File: src/logic/pit_pkg.sv
// Shared constants, types and helpers of the three-counter interval timer.
package pit_pkg;

    // Bus address that selects the control word location.
    localparam logic [1:0] ADDR_CTRL = 2'h3;

    // Control word field positions.
    localparam int CW_SEL_LSB  = 6;
    localparam int CW_FMT_LSB  = 4;
    localparam int CW_MODE_LSB = 1;
    localparam int CW_BCD_BIT  = 0;

    // Counter-select code that marks a read-back command.
    localparam logic [1:0] SEL_READBACK = 2'h3;

    // Read-back command fields: count latch, status latch, counter picks.
    localparam int RB_CNT_BIT = 5;
    localparam int RB_ST_BIT  = 4;
    localparam int RB_PICK_LSB = 1;

    // Reset values of each counter's programming.
    localparam logic [2:0]  RST_MODE = 3'h0;
    localparam logic [15:0] RST_COUNT = 16'h0000;

    // Count element values that mark the end of a period.
    localparam logic [15:0] CE_ONE = 16'h0001;
    localparam logic [15:0] CE_TWO = 16'h0002;

    // Access format of count reads and writes.
    typedef enum logic [1:0] {
        PIT_FMT_LATCH = 2'b00,
        PIT_FMT_LSB   = 2'b01,
        PIT_FMT_MSB   = 2'b10,
        PIT_FMT_BOTH  = 2'b11
    } pit_fmt_t;

    // Decrement by one, wrapping zero to all ones or to all nines.
    function automatic logic [15:0] pit_dec(input logic [15:0] v,
                                            input logic        bcd);
        logic [15:0] r;
        logic        borrow;
        r      = v - 16'h0001;
        borrow = 1'b1;
        if (bcd) begin
            r = v;
            for (int d = 0; d < 4; d++) begin
                if (borrow) begin
                    if (r[4*d +: 4] == 4'h0) begin
                        r[4*d +: 4] = 4'h9;
                    end else begin
                        r[4*d +: 4] = r[4*d +: 4] - 4'h1;
                        borrow      = 1'b0;
                    end
                end
            end
        end
        return r;
    endfunction

endpackage

File: src/logic/pit_timer.sv
// Three-counter programmable interval timer: programming, readout, modes.
//
// Behaviour
// [RULE1] Mode 1: gate rising edge starts counting, output low after next clock.
// [RULE2] Modes 2 and 3: gate low stops counting, output high at once.
// [RULE3] With status and count latched, first read gives status, then count.
// [RULE4] Host writes a control word first, then count in chosen format.
// [RULE5] Each counter keeps its own control word; any programming order.
// [RULE6] New count may be written without a new control word.
// [RULE7] Host must not write control between two bytes of a count.
// [RULE8] Unlatched read returns the live, possibly changing, count.
// [RULE9] Latch command holds the count until read or reprogrammed.
// [RULE10] Repeated latch commands before a read keep the first value.
// [RULE11] Host reads a two-byte latched count with two consecutive reads.
// [RULE12] Read-back latches count and/or status of every picked counter.
// [RULE13] Status holds control bits D0-D5 and output level in D7.
// [RULE14] Load-pending D6 sets on control or count write, clears on load.
// [RULE15] Mode 0: control word drives output low until count hits zero.
// [RULE16] Mode 0: count loads on next clock without decrement; N+1 pulses.
// [RULE17] Mode 0: first byte halts and lowers output; second lets it load.
// [RULE18] Mode 0: count written with gate low still loads on next clock.
// [RULE19] Mode 1: output idles high; each trigger gives N-pulse low output.
// [RULE20] Mode 1: new count affects only the next retrigger.
// [RULE21] Mode 2: output low one clock at count 1, then reload.
// [RULE22] Count element is a 16-bit down counter loaded whole.
// [RULE23] Both count register bytes clear when the counter is programmed.
// [RULE24] Modes 0, 1, 4, 5 wrap zero to all ones or all nines.
// [RULE25] The three counters run independently with their own state.
`timescale 1ns/1ps

module pit_timer #(
    parameter int NUM_CNT = 3
) (
    input  wire logic               CLOCK,
    input  wire logic               RST_N,
    input  wire logic [1:0]         ADDR,
    input  wire logic [7:0]         WDATA,
    input  wire logic               WR_STB,
    input  wire logic               RD_STB,
    output logic      [7:0]         RDATA,
    input  wire logic [NUM_CNT-1:0] CNT_CLK,
    input  wire logic [NUM_CNT-1:0] CNT_GATE,
    output logic      [NUM_CNT-1:0] CNT_OUT
);

    // Byte each counter would put on the bus if read now.
    logic [7:0] rd_byte [NUM_CNT];

    // Fields of the byte on the write bus, shared by all counters.
    logic [1:0] w_sel;
    logic [1:0] w_fmt;
    logic       cw_wr;
    logic       rb_cmd;
    assign w_sel  = WDATA[pit_pkg::CW_SEL_LSB +: 2];
    assign w_fmt  = WDATA[pit_pkg::CW_FMT_LSB +: 2];
    assign cw_wr  = WR_STB && (ADDR == pit_pkg::ADDR_CTRL);
    assign rb_cmd = cw_wr && (w_sel == pit_pkg::SEL_READBACK);

    for (genvar i = 0; i < NUM_CNT; i++) begin : g_cnt
        // Per-counter state; nothing here is shared between counters.
        logic [2:0]        clk_sy_ff;
        logic [2:0]        gate_sy_ff;
        logic [2:0]        mode_ff; // [RULE25]
        pit_pkg::pit_fmt_t fmt_ff;
        logic              bcd_ff;
        logic [15:0]       cr_ff;
        logic [15:0]       ce_ff;
        logic [15:0]       ol_ff;
        logic [7:0]        st_ff;
        logic              ol_held_ff;
        logic              st_held_ff;
        logic              wr_hi_ff;
        logic              rd_hi_ff;
        logic              null_ff;
        logic              out_ff;
        logic              load_ff;
        logic              run_ff;
        logic              trig_ff;
        logic              pulse;
        logic              gate;
        logic              tseen;
        logic              my_cw;
        logic              cnt_wr;
        logic              cnt_done;
        logic              lat_cnt;
        logic              lat_st;
        logic              rd_hit;
        logic              m04;
        logic              m15;
        logic              m23;
        logic [7:0]        status;
        logic [15:0]       src;

        // Pin inputs pass two flops; the third flop only feeds edge logic.
        always_ff @(posedge CLOCK or negedge RST_N) begin
            if (!RST_N) begin
                clk_sy_ff  <= 3'h0;
                gate_sy_ff <= 3'h0;
            end else begin
                clk_sy_ff  <= {clk_sy_ff[1:0], CNT_CLK[i]};
                gate_sy_ff <= {gate_sy_ff[1:0], CNT_GATE[i]};
            end
        end

        // A count clock pulse is taken at its rising edge.
        assign pulse = clk_sy_ff[1] && !clk_sy_ff[2];
        assign gate  = gate_sy_ff[1];
        assign tseen = trig_ff || (gate_sy_ff[1] && !gate_sy_ff[2]);

        // Gate trigger flop: set by a rising edge, consumed by a pulse.
        // A trigger coinciding with a pulse is used by that pulse.
        always_ff @(posedge CLOCK or negedge RST_N) begin
            if (!RST_N) begin
                trig_ff <= 1'b0;
            end else begin
                trig_ff <= tseen && !pulse;
            end
        end

        // Mode classes; codes 6 and 7 behave as 2 and 3.
        assign m04 = !mode_ff[1] && !mode_ff[0];
        assign m15 = !mode_ff[1] && mode_ff[0];
        assign m23 = mode_ff[1];

        // Bus decode for this counter.
        assign my_cw    = cw_wr && (w_sel == 2'(i)) &&
                          (w_fmt != pit_pkg::PIT_FMT_LATCH);
        assign cnt_wr   = WR_STB && (ADDR == 2'(i));
        assign cnt_done = cnt_wr &&
                          ((fmt_ff != pit_pkg::PIT_FMT_BOTH) || wr_hi_ff);
        assign lat_cnt  = (cw_wr && (w_sel == 2'(i)) &&
                           (w_fmt == pit_pkg::PIT_FMT_LATCH)) ||
                          (rb_cmd && WDATA[pit_pkg::RB_PICK_LSB + i] &&
                           WDATA[pit_pkg::RB_CNT_BIT]); // [RULE9] [RULE12]
        assign lat_st   = rb_cmd && WDATA[pit_pkg::RB_PICK_LSB + i] &&
                          WDATA[pit_pkg::RB_ST_BIT]; // [RULE12]
        assign rd_hit   = RD_STB && (ADDR == 2'(i));

        // Status byte: output level, load pending, then control bits.
        assign status = {out_ff, null_ff, fmt_ff, mode_ff, bcd_ff}; // [RULE13]

        // Programming, count element, output and load-pending flag.
        // Bus writes are applied after the pulse actions so that a write
        // landing on a load keeps its pending flag set.
        always_ff @(posedge CLOCK or negedge RST_N) begin
            if (!RST_N) begin
                mode_ff  <= pit_pkg::RST_MODE;
                fmt_ff   <= pit_pkg::PIT_FMT_LSB;
                bcd_ff   <= 1'b0;
                cr_ff    <= pit_pkg::RST_COUNT;
                ce_ff    <= pit_pkg::RST_COUNT;
                wr_hi_ff <= 1'b0;
                null_ff  <= 1'b0;
                out_ff   <= 1'b0;
                load_ff  <= 1'b0;
                run_ff   <= 1'b0;
            end else if (my_cw) begin
                // Control word resets this counter's logic only. [RULE5]
                mode_ff  <= WDATA[pit_pkg::CW_MODE_LSB +: 3];
                fmt_ff   <= pit_pkg::pit_fmt_t'(w_fmt);
                bcd_ff   <= WDATA[pit_pkg::CW_BCD_BIT];
                cr_ff    <= pit_pkg::RST_COUNT; // [RULE23]
                wr_hi_ff <= 1'b0;
                null_ff  <= 1'b1; // [RULE14]
                load_ff  <= 1'b0;
                run_ff   <= 1'b0;
                // Mode 0 starts low, every other mode idles high.
                out_ff   <= (WDATA[pit_pkg::CW_MODE_LSB +: 3] != 3'h0); // [RULE15] [RULE19]
            end else begin
                if (m23 && !gate) begin
                    out_ff <= 1'b1; // [RULE2]
                end
                if (pulse) begin
                    if (m04) begin
                        if (load_ff) begin
                            ce_ff   <= cr_ff; // [RULE16] [RULE18] [RULE22]
                            null_ff <= 1'b0; // [RULE14]
                            load_ff <= 1'b0;
                            run_ff  <= 1'b1;
                        end else if (run_ff && gate) begin
                            ce_ff <= pit_pkg::pit_dec(ce_ff, bcd_ff); // [RULE24]
                            if (ce_ff == pit_pkg::CE_ONE && !mode_ff[2]) begin
                                out_ff <= 1'b1; // [RULE15]
                            end
                        end
                    end else if (m15) begin
                        if (tseen && load_ff) begin
                            // Retrigger takes the latest count. [RULE20]
                            ce_ff   <= cr_ff;
                            null_ff <= 1'b0;
                            run_ff  <= 1'b1;
                            out_ff  <= mode_ff[2]; // [RULE1] [RULE19]
                        end else if (run_ff) begin
                            ce_ff <= pit_pkg::pit_dec(ce_ff, bcd_ff); // [RULE24]
                            if (ce_ff == pit_pkg::CE_ONE) begin
                                out_ff <= 1'b1; // [RULE19]
                            end
                        end
                    end else begin
                        if ((load_ff && !run_ff) || (tseen && gate && load_ff)) begin
                            ce_ff   <= cr_ff; // [RULE2]
                            null_ff <= 1'b0;
                            run_ff  <= 1'b1;
                            out_ff  <= 1'b1;
                        end else if (run_ff && gate) begin
                            if (ce_ff == pit_pkg::CE_TWO) begin
                                ce_ff  <= pit_pkg::CE_ONE;
                                out_ff <= 1'b0; // [RULE21]
                            end else if (ce_ff == pit_pkg::CE_ONE) begin
                                ce_ff   <= cr_ff; // [RULE21]
                                null_ff <= 1'b0;
                                out_ff  <= 1'b1;
                            end else begin
                                ce_ff <= ce_ff - 16'h0001;
                            end
                        end
                    end
                end
                if (cnt_wr) begin
                    // Bytes go where the stored format says. [RULE6]
                    unique case (fmt_ff)
                        pit_pkg::PIT_FMT_MSB: begin
                            cr_ff[15:8] <= WDATA;
                        end
                        pit_pkg::PIT_FMT_BOTH: begin
                            wr_hi_ff <= !wr_hi_ff;
                            if (wr_hi_ff) begin
                                cr_ff[15:8] <= WDATA;
                            end else begin
                                cr_ff[7:0] <= WDATA;
                                if (m04 && !mode_ff[2]) begin
                                    run_ff <= 1'b0; // [RULE17]
                                    out_ff <= 1'b0; // [RULE17]
                                end
                            end
                        end
                        default: begin
                            cr_ff[7:0] <= WDATA;
                        end
                    endcase
                end
                if (cnt_done) begin
                    null_ff <= 1'b1; // [RULE14]
                    load_ff <= 1'b1;
                    if (m04) begin
                        run_ff <= 1'b0; // [RULE16] [RULE17]
                        if (!mode_ff[2]) begin
                            out_ff <= 1'b0; // [RULE15]
                        end
                    end
                end
            end
        end

        // Output latch, status latch and read byte sequencing.
        always_ff @(posedge CLOCK or negedge RST_N) begin
            if (!RST_N) begin
                ol_ff      <= pit_pkg::RST_COUNT;
                st_ff      <= 8'h00;
                ol_held_ff <= 1'b0;
                st_held_ff <= 1'b0;
                rd_hi_ff   <= 1'b0;
            end else if (my_cw) begin
                // Reprogramming releases any held value. [RULE9]
                ol_held_ff <= 1'b0;
                st_held_ff <= 1'b0;
                rd_hi_ff   <= 1'b0;
            end else begin
                if (lat_cnt && !ol_held_ff) begin
                    ol_ff      <= ce_ff; // [RULE9] [RULE10]
                    ol_held_ff <= 1'b1;
                end
                if (lat_st && !st_held_ff) begin
                    st_ff      <= status; // [RULE12] [RULE13]
                    st_held_ff <= 1'b1;
                end
                if (rd_hit) begin
                    if (st_held_ff) begin
                        st_held_ff <= 1'b0; // [RULE3]
                    end else begin
                        if (fmt_ff == pit_pkg::PIT_FMT_BOTH) begin
                            rd_hi_ff <= !rd_hi_ff;
                        end
                        if (fmt_ff != pit_pkg::PIT_FMT_BOTH || rd_hi_ff) begin
                            ol_held_ff <= 1'b0; // [RULE3] [RULE9]
                        end
                    end
                end
            end
        end

        // Unlatched reads see the live element, which may be moving.
        assign src = ol_held_ff ? ol_ff : ce_ff; // [RULE8]
        assign rd_byte[i] = st_held_ff ? st_ff : // [RULE3]
            ((fmt_ff == pit_pkg::PIT_FMT_MSB) ||
             ((fmt_ff == pit_pkg::PIT_FMT_BOTH) && rd_hi_ff)) ?
            src[15:8] : src[7:0];

        // Counter output pin comes straight from its flop.
        assign CNT_OUT[i] = out_ff;
    end

    // Read data stand for exactly one cycle after the read strobe.
    // The control location reads as zero, like an idle bus.
    always_ff @(posedge CLOCK or negedge RST_N) begin
        if (!RST_N) begin
            RDATA <= 8'h00;
        end else if (RD_STB && ADDR < 2'(NUM_CNT)) begin
            RDATA <= rd_byte[ADDR];
        end else begin
            RDATA <= 8'h00;
        end
    end

endmodule

File: config.mk
export PLATFORM = sky130hd
export DESIGN_NAME = pit_timer
export DESIGN_NICKNAME = d
export VERILOG_FILES = /design/src/logic/pit_pkg.sv /design/src/logic/pit_timer.sv
export SDC_FILE = /design/constraint.sdc
export NUM_CORES = 1
export LEC_CHECK = 0
export BUFFER_PORTS_ARGS = -buffer_cell sky130_fd_sc_hd__buf_2
export CAP_MARGIN = 20
export CORE_ASPECT_RATIO = 0.9
export CORE_MARGIN = 2
export CORE_UTILIZATION = 45
export CTS_BUF_LIST = sky130_fd_sc_hd__clkbuf_8
export DETAILED_ROUTE_END_ITERATION = 10
export PLACE_DENSITY = 0.61
export RECOVER_POWER = 25
export SLEW_MARGIN = 10
export SYNTH_ARGS = -nofsm -noshare
export SYNTH_HDL_FRONTEND = slang
export SYNTH_SLANG_ARGS = --single-unit
export TNS_END_PERCENT = 5
File: constraint.sdc
create_clock -name CLOCK -period 3.7 [get_ports CLOCK]
set_clock_uncertainty 0.2 [all_clocks]
set_input_delay 0.555 -clock CLOCK [delete_from_list [all_inputs] [get_ports CLOCK]]
set_output_delay 0.555 -clock CLOCK [all_outputs]
set_load 0.005 [all_outputs]
==> impl_summary.txt, run 1 <==
----------------------------------------------------
[Pwr]
  Power consumption ... 12.7 mW
  Net switching fraction of the power ... 42.2%
  Power Dens Cells ... 773 nW/um^2
  Cell-internal power ... 7.33 mW
  Switching Power ... 5.35 mW
  Total leakage power ... 6.89 nW
  Maximum resistive drop on vdd ... 0.456 mV
  Clock share of power ... 22.6%
  Combinational cell fraction of total power ... 39.9%
  Seq pwr share ... 37.5%

[Logic synthesis]
  Most repeated cell in the gate-level netlist after synthesis ... sky130_fd_sc_hd__dfrtp_1
  Area contributors post-synth ... sky130_fd_sc_hd__dfrtp_1, sky130_fd_sc_hd__mux2_2, sky130_fd_sc_hd__nand2_1
  Post-synthesis sequential area ratio ... 40.9%
  Primary FF master, synth ... sky130_fd_sc_hd__dfrtp_1
  YS warnings ... 0
  Syn nets ... 1639
  Post-Syn Area ... 14600 sq um
  Leading area contributor after synthesis ... sky130_fd_sc_hd__dfrtp_1
  Synth top area share ... 40.4%
  Post-synth cell types ... 86
  Share of flip-flops with an asynchronous set or reset ... 100%
  Cell types with the highest counts after synthesis ... sky130_fd_sc_hd__dfrtp_1, sky130_fd_sc_hd__nand2_1, sky130_fd_sc_hd__nor2_1, sky130_fd_sc_hd__o21ai_0, sky130_fd_sc_hd__clkbuf_1
  Mapped Cells ... 1607
  FF+latch count, synth ... 239
  Syn_area_per_cell ... 9.10 sq um
  Number of enable-type register cells in the synthesized netlist ... 0

[Hold path]
  Startpoint of the worst hold path ... WDATA[7]
  Hold-critical path depth ... 3
  Type of the most critical hold path ... primary input to flop
  Capture endpoint of the worst hold path ... g_cnt[2].cr_ff[7]

[Drt]
  Number of vias after detailed routing ... 13.1k
  Iteration count of the initial detailed-routing pass ... 7
  1st-iter DRT viols ... 1428
  Remaining design rule violation count ... 0
  Drt wl/cell ... 22.0 microns
  Vias per cell ... 6.31
  Post-Route WL ... 45.8 mm
  Count of nets left with antenna violations after detail routing ... 0

[Placement]
  Setup WS pre-CTS ... 0.692 ns
  Final RePlAce weighted congestion ... 0.940
  Dpl hpwl ... 32.5 mm
  # port buffers ... 30

[CTS]
  CTS clock-pin slew for the worst setup and hold paths ... 0.06 ns
  CTS HTree Levels ... 2
  Buffer cell driving the clock tree root ... sky130_fd_sc_hd__clkbuf_8
  Clk sink count ... 239
  Clock latency at the later pin of the worst-skew pair ... 0.57 ns
  Number of CTS-inserted buffers ... 43
  Number of post-CTS setup repair buffers ... 0
  TritonCTS clock tree ... built
  Buffer levels on the longest clock path ... 3

[Critical path]
  Worst setup path category ... flop to flop
  Cells on worst reg2reg path ... 8
  Worst endpoint data arrival time ... 3.35 ns
  Cell breakdown of the critical path ... inv_1 > ha_1 > or4b_1 > or4_4 > o311ai_4 > nand2_2 > a22oi_1 > mux2_2
  Critical path startpoint category ... flop
  Total buffers and inverters traversed by the critical path ... 1
  Startpoint of the lowest-slack register-to-register path ... g_cnt[0].ce_ff[1]
  Peak fanout along the critical path ... 10
  Slowest Stage Delay on Critical Path ... 0.55 ns
  Top Family by Delay on Critical Path ... simple AND/OR/NAND/NOR gates
  Reg-to-reg endpoint ... g_cnt[0].ce_ff[1]
  Capturing element type of the critical path ... flop
  Startpoint of the most critical setup path ... g_cnt[0].ce_ff[1]
  Register-to-register path setup slack ... 0.66 ns
  Crit path required time ... 4.00 ns
  Cell type of the slowest stage on the worst timing path ... sky130_fd_sc_hd__o311ai_4

[Timing]
  Sum of negative setup slack ... 0 ns
  Highest Clock Rate ... 329 MHz
  Number of endpoints with negative hold slack in the final report ... 0
  Post-route fraction of the period consumed by the critical path ... 82.2%
  Final setup fails ... 0
  Slew @ Worst Pin ... 2.25 ns
  Final setup slack of the worst path ... 0.657 ns
  Worst relative slew slack ... -50.2%
  Max-slew violation count ... 78
  Worst hold-check slack ... 0.136 ns
  Unrepaired setup endpoints after global routing ... false
  Clock period minus final worst setup slack ... 3.04 ns

[Finish]
  Total area of multi-input combinational cells ... 8040 sq um
  End-of-flow core utilization ... 51.3%
  Layout filler cell count ... 3029
  Share of layout cells above drive strength 1 ... 18.1%
  Growth of design area from synthesis to finish ... 12.1%
  Antenna cells ... 0
  Final-stage net count ... 1667
  Sequential standard cell area ... 5980 sq um

[Die]
  Die width ... 194 microns
  Std-Cell Core Area ... 32000 sq um
  Chip height ... 175 microns
  Initial cell density of the core ... 45.8%
  IO Pins ... 31
  Number of rows created at floorplan ... 62
  Die footprint ... 34000 sq um

[Status]
  Violated checks ... max-capacitance violations, max-slew violations
  Outcome ... complete, but fails checks

[GRT]
  Via count of the first global-routing pass ... 12.4k
  Global router's overall resource usage ... 27.1%
  Pin count of the biggest net entering global routing ... 81
  Global route overflow ... 0
  Number of antenna violations at the first check in global routing ... 0
  Global-route wire length before repair ... 72.9 mm

[Run]
  # Max-Cap Violations ... 1

----------------------------------------------------
## layer usage
layer	share of wire, %	track usage [%]
met5	0	0
met3	8.6	4.96
met4	2.0	6.94
met1	46	41.4
met2	43	39.5
## state kept, by name, summed over array words and instances (netlist names)
name,count
RDATA,8
g_cnt.bcd_ff,3
g_cnt.ce_ff,48
g_cnt.clk_sy_ff,9
g_cnt.cr_ff,48
g_cnt.fmt_ff,6
g_cnt.gate_sy_ff,9
g_cnt.load_ff,3
g_cnt.mode_ff,9
g_cnt.null_ff,3
g_cnt.ol_ff,48
g_cnt.ol_held_ff,3
g_cnt.out_ff,3
g_cnt.rd_hi_ff,3
g_cnt.run_ff,3
g_cnt.st_ff,24
g_cnt.st_held_ff,3
g_cnt.trig_ff,3
g_cnt.wr_hi_ff,3
## worst max path at each step
| stage | endpoint | slack (ns) | cells after the start |
|---|---|---|---|
| 6_report | g_cnt[0].ce_ff[1] | 0.66 | 8 |
| 5_1_grt | g_cnt[0].ce_ff[1] | 0.51 | 8 |
| 4_1_cts | g_cnt[0].ce_ff[1] | 0.67 | 8 |
| 3_5_place_dp | g_cnt[0].ce_ff[1] | 0.69 | 8 |
| 3_3_place_gp | g_cnt[0].ce_ff[14] | 0.79 | 8 |
| 2_1_floorplan | g_cnt[2].ol_ff[10] | 0.81 | 7 |
## worst register-to-register path: cells and delay by family, from the launching register on
kind,cells,cell delay (ns)
AO/OA/AOI/OAI,2,0.72
adder cells (fa/ha/maj),1,0.24
buffers and inverters,1,0.13
flip-flops,1,0.44
multiplexers,1,0.18
AND/OR/NAND/NOR,3,1.07
## cells in the final DEF, fill, tap and decap left out, types with 15 or more instances in the layout
| cell | synthesis | final |
|---|---|---|
| sky130_fd_sc_hd__nand3_1 | 43 | 43 |
| sky130_fd_sc_hd__buf_2 | 7 | 26 |
| sky130_fd_sc_hd__o21ai_0 | 100 | 100 |
| sky130_fd_sc_hd__mux2_2 | 80 | 80 |
| sky130_fd_sc_hd__a31oi_1 | 28 | 28 |
| sky130_fd_sc_hd__xnor2_1 | 16 | 16 |
| sky130_fd_sc_hd__mux4_2 | 23 | 23 |
| sky130_fd_sc_hd__a211oi_1 | 22 | 22 |
| sky130_fd_sc_hd__a21oi_1 | 78 | 78 |
| sky130_fd_sc_hd__nor4_1 | 16 | 16 |
| sky130_fd_sc_hd__nor3_1 | 55 | 55 |
| sky130_fd_sc_hd__mux2i_1 | 46 | 46 |
| sky130_fd_sc_hd__clkbuf_8 | 0 | 58 |
| sky130_fd_sc_hd__o22ai_1 | 16 | 16 |
| sky130_fd_sc_hd__nor2b_1 | 18 | 18 |
| sky130_fd_sc_hd__o31ai_1 | 18 | 17 |
| sky130_fd_sc_hd__nand2_1 | 214 | 214 |
| sky130_fd_sc_hd__inv_1 | 34 | 37 |
| sky130_fd_sc_hd__nand2b_1 | 16 | 16 |
| sky130_fd_sc_hd__nor2_1 | 138 | 138 |
| sky130_fd_sc_hd__dfrtp_1 | 236 | 236 |
| sky130_fd_sc_hd__buf_4 | 3 | 59 |
| sky130_fd_sc_hd__nand4_1 | 15 | 15 |
## cells by family (layout without fill, tap and decap cells)
family / after synthesis / count (layout) / synth area share (%)
adder cells (fa/ha/maj): 12 / 12 / 1.03
AND/OR/NAND/NOR: 601 / 601 / 19.7
buffers and inverters: 153 / 212 / 4.16
flip-flops: 239 / 239 / 40.9
XOR/XNOR: 28 / 28 / 1.68
AO/OA/AOI/OAI: 424 / 424 / 19.5
multiplexers: 150 / 150 / 13.0
## layout make-up
| cell class | count | area share [%] |
|---|---|---|
| Sequential cell | 239 | 36.5 |
| Timing Repair Buffer | 100 | 4.41 |
| Clock inverter | 18 | 1.18 |
| Inverter | 36 | 0.824 |
| Tap cell | 416 | 3.17 |
| Clock buffer | 58 | 4.87 |
| Multi-Input combinational cell | 1215 | 49.0 |
## per-stage QoR
stage,area [sq um],std cells
floorplan,14600,1607
global placement,15400,1999
detailed placement,15400,1999
CTS,16400,2082
global route,16400,2082
finish,16400,2082
## power groups by stage
stage	logic [mW]	registers (mW)	clock network (mW)
2_1_floorplan	4.06	3.88	0
3_3_place_gp	4.88	4.73	0
3_5_place_dp	4.94	4.74	0
4_1_cts	4.98	4.71	2.92
5_1_grt	5.56	4.88	3.05
6_report	5.05	4.76	2.87
## repair_timing
| item | in CTS | in global routing |
|---|---|---|
| hold buffers | 7 | 0 |
| endpoints found under the hold margin | 82 | 0 |
| resized for setup | 0 | 0 |
No activity file was read; power rests on OpenSTA's default activity.
==> run 2, diff against run 1 <==
==> constraint.sdc (replaced) <==
create_clock -name CLOCK -period 2.9 [get_ports CLOCK]
set_clock_uncertainty 0.2 [all_clocks]
set_input_delay 0.435 -clock CLOCK [delete_from_list [all_inputs] [get_ports CLOCK]]
set_output_delay 0.435 -clock CLOCK [all_outputs]
set_load 0.005 [all_outputs]
==> impl_summary.txt, run 2 (synthesis gave the netlist of run 1 again) <==
----------------------------------------------------
[Die]
  Die footprint ... 34000 sq um (unchanged)
  IO Pins ... 31 (unchanged)
  Chip height ... 175 microns (unchanged)
  Number of rows created at floorplan ... 62 (unchanged)
  Die width ... 194 microns (unchanged)
  Initial cell density of the core ... 45.8% (unchanged)
  Std-Cell Core Area ... 32000 sq um (unchanged)

[CTS]
  Clk sink count ... 239 (unchanged)
  Clock latency at the later pin of the worst-skew pair ... 0.58 ns (was 0.57 ns)
  Buffer levels on the longest clock path ... 3 (unchanged)
  Buffer cell driving the clock tree root ... sky130_fd_sc_hd__clkbuf_8 (unchanged)
  TritonCTS clock tree ... built (unchanged)
  Number of post-CTS setup repair buffers ... 0 (unchanged)
  CTS clock-pin slew for the worst setup and hold paths ... 0.07 ns (was 0.06 ns)
  CTS HTree Levels ... 2 (unchanged)
  Number of CTS-inserted buffers ... 43 (unchanged)

[Critical path]
  Slowest Stage Delay on Critical Path ... 0.53 ns (was 0.55 ns)
  Worst endpoint data arrival time ... 3.11 ns (was 3.35 ns)
  Crit path required time ... 3.22 ns (was 4.00 ns)
  Cell breakdown of the critical path ... inv_1 > ha_2 > or4b_1 > or4_4 > o311ai_4 > buf_6 > a2111oi_2 > o31ai_1 > o21a_1 (was inv_1 > ha_1 > or4b_1 > or4_4 > o311ai_4 > nand2_2 > a22oi_1 > mux2_2)
  Peak fanout along the critical path ... 10 (unchanged)
  Cell type of the slowest stage on the worst timing path ... sky130_fd_sc_hd__or4_4 (was sky130_fd_sc_hd__o311ai_4)
  Worst setup path category ... flop to flop (unchanged)
  Critical path startpoint category ... flop (unchanged)
  Capturing element type of the critical path ... flop (unchanged)

[Drt]
  Iteration count of the initial detailed-routing pass ... 5 (was 7)
  Vias per cell ... 6.13 (was 6.31)
  Number of vias after detailed routing ... 13.3k (was 13.1k)
  Drt wl/cell ... 21.8 microns (was 22.0 microns)
  1st-iter DRT viols ... 1278 (was 1428)
  Post-Route WL ... 47.3 mm (was 45.8 mm)
  Count of nets left with antenna violations after detail routing ... 0 (unchanged)
  Remaining design rule violation count ... 0 (unchanged)

[Finish]
  Most common cell after layout, fill and taps aside ... sky130_fd_sc_hd__dfrtp_1 (unchanged)
  Growth of design area from synthesis to finish ... 16.4% (was 12.1%)
  End-of-flow core utilization ... 53.3% (was 51.3%)
  Top Registers ... g_cnt.ce_ff (48), g_cnt.cr_ff (48), g_cnt.ol_ff (48) (unchanged)
  Final-stage net count ... 1748 (was 1667)
  Commonest cells after routing, fill and taps aside ... sky130_fd_sc_hd__dfrtp_1, sky130_fd_sc_hd__nand2_1, sky130_fd_sc_hd__nor2_1, sky130_fd_sc_hd__buf_4, sky130_fd_sc_hd__o21ai_0 (was sky130_fd_sc_hd__dfrtp_1, sky130_fd_sc_hd__nand2_1, sky130_fd_sc_hd__nor2_1, sky130_fd_sc_hd__o21ai_0, sky130_fd_sc_hd__mux2_2)
  Share of layout cells above drive strength 1 ... 21.6% (was 18.1%)

[Timing]
  Number of endpoints with negative hold slack in the final report ... 0 (unchanged)
  Sum of negative setup slack ... 0 ns (unchanged)
  Unrepaired setup endpoints after global routing ... true (was false)
  Clock period minus final worst setup slack ... 2.79 ns (was 3.04 ns)
  Slew @ Worst Pin ... 1.43 ns (was 2.25 ns)
  Final setup slack of the worst path ... 0.106 ns (was 0.657 ns)
  Final setup fails ... 0 (unchanged)
  Highest Clock Rate ... 358 MHz (was 329 MHz)
  Post-route fraction of the period consumed by the critical path ... 96.4% (was 82.2%)
  Worst relative slew slack ... 4.77% (was -50.2%)
  Worst hold-check slack ... 0.0270 ns (was 0.136 ns)
  Max-slew violation count ... 0 (was 78)

[Pwr]
  Seq pwr share ... 33.3% (was 37.5%)
  Total leakage power ... 7.32 nW (was 6.89 nW)
  Clock share of power ... 21.7% (was 22.6%)
  Maximum resistive drop on vdd ... 0.634 mV (was 0.456 mV)
  Switching Power ... 6.97 mW (was 5.35 mW)
  Net switching fraction of the power ... 41.7% (was 42.2%)
  Power consumption ... 16.7 mW (was 12.7 mW)
  Cell-internal power ... 9.76 mW (was 7.33 mW)
  Power Dens Cells ... 982 nW/um^2 (was 773 nW/um^2)
  Combinational cell fraction of total power ... 45.0% (was 39.9%)

[Hold path]
  Type of the most critical hold path ... primary input to flop (unchanged)

[Placement]
  Dpl hpwl ... 35.1 mm (was 32.5 mm)
  Final RePlAce weighted congestion ... 0.973 (was 0.940)
  Setup WS pre-CTS ... 0.0675 ns (was 0.692 ns)
  # port buffers ... 30 (unchanged)

[Status]
  Outcome ... finished clean (was complete, but fails checks)

[GRT]
  Pin count of the biggest net entering global routing ... 73 (was 81)
  Global router's overall resource usage ... 28.2% (was 27.1%)
  Via count of the first global-routing pass ... 12.7k (was 12.4k)
  Global route overflow ... 0 (unchanged)
  Number of antenna violations at the first check in global routing ... 0 (unchanged)
  Global-route wire length before repair ... 75.1 mm (was 72.9 mm)

[Run]
  # Max-Cap Violations ... 0 (was 1)

----------------------------------------------------
run 2: cell count changes in the layout (fill, tap and decap cells not counted), moves of 2 or more:
cell / previous run / this run
sky130_fd_sc_hd__inv_1: 37 / 46
sky130_fd_sc_hd__buf_2: 26 / 29
sky130_fd_sc_hd__dlygate4sd3_1: 7 / 11
sky130_fd_sc_hd__clkinvlp_4: 3 / 1
sky130_fd_sc_hd__clkinv_2: 8 / 4
sky130_fd_sc_hd__clkbuf_1: 4 / 0
sky130_fd_sc_hd__buf_4: 59 / 135
run 2: repair_timing:
action                                 4_1_cts  5_1_grt
resized for setup                            0        3
endpoints found under the hold margin      102        0
setup endpoints to repair                    0        5
hold buffers                                11        0
run 2: power by group through the flow:
stage / registers, mW / logic (mW) / clock network [mW]
finish: 5.57 / 7.52 / 3.63
detailed placement: 5.57 / 7.34 / 0
global placement: 5.56 / 7.28 / 0
floorplan: 4.95 / 5.19 / 0
global route: 5.70 / 8.23 / 3.87
CTS: 5.53 / 7.38 / 3.70
run 2: cell type report:
cell class	instances	area, sq um
inverters	36	135
clock inverters	22	201
clock buffers	57	785
diodes	1	2.50
multi-input cells	1215	8050
flip-flops and latches	239	5980
repair buffers	181	1350
well taps	416	520
fillers	2957	14900
run 2: critical path: cells and delay by family, from the launching register on:
kind / cells / cell delay [ns]
buf+inv: 2 / 0.29
fa+ha+maj: 1 / 0.24
flops: 1 / 0.38
compound gates: 4 / 0.64
simple gates: 2 / 1.00
run 2: path summary, 6_finish.rpt:
path | from | endpoint | slack, ns | depth (start not counted)
worst max-delay path | g_cnt[0].ce_ff[1] | g_cnt[0].ce_ff[14] | 0.11 | 9
worst min-delay path | WDATA[0] | g_cnt[1].bcd_ff | 0.03 | 3
worst max register to register | g_cnt[0].ce_ff[1] | g_cnt[0].ce_ff[14] | 0.11 | 9
worst min register to register | g_cnt[1].gate_sy_ff[0] | g_cnt[1].gate_sy_ff[1] | 0.14 | 0
max in group asynchronous | RST_N | g_cnt[2].ol_ff[9] | 0.40 | 3
min in group asynchronous | RST_N | g_cnt[1].ce_ff[10] | 0.54 | 2
run 2: layer usage:
metal	vias to the layer above	routed length (microns)	GRT usage [%]
met5	-	0	0
met4	0	828	6.50
met3	63	4010	6.04
met2	577	19700	40.3
met1	6483	22700	43.2
li1	6157	-	-
run 2: per-stage QoR:
step,cells,cell area (sq um)
after floorplan,1607,14600
after global placement,2076,15900
after detailed placement,2076,15900
after CTS,2166,17000
after global routing,2166,17000
final,2167,17000
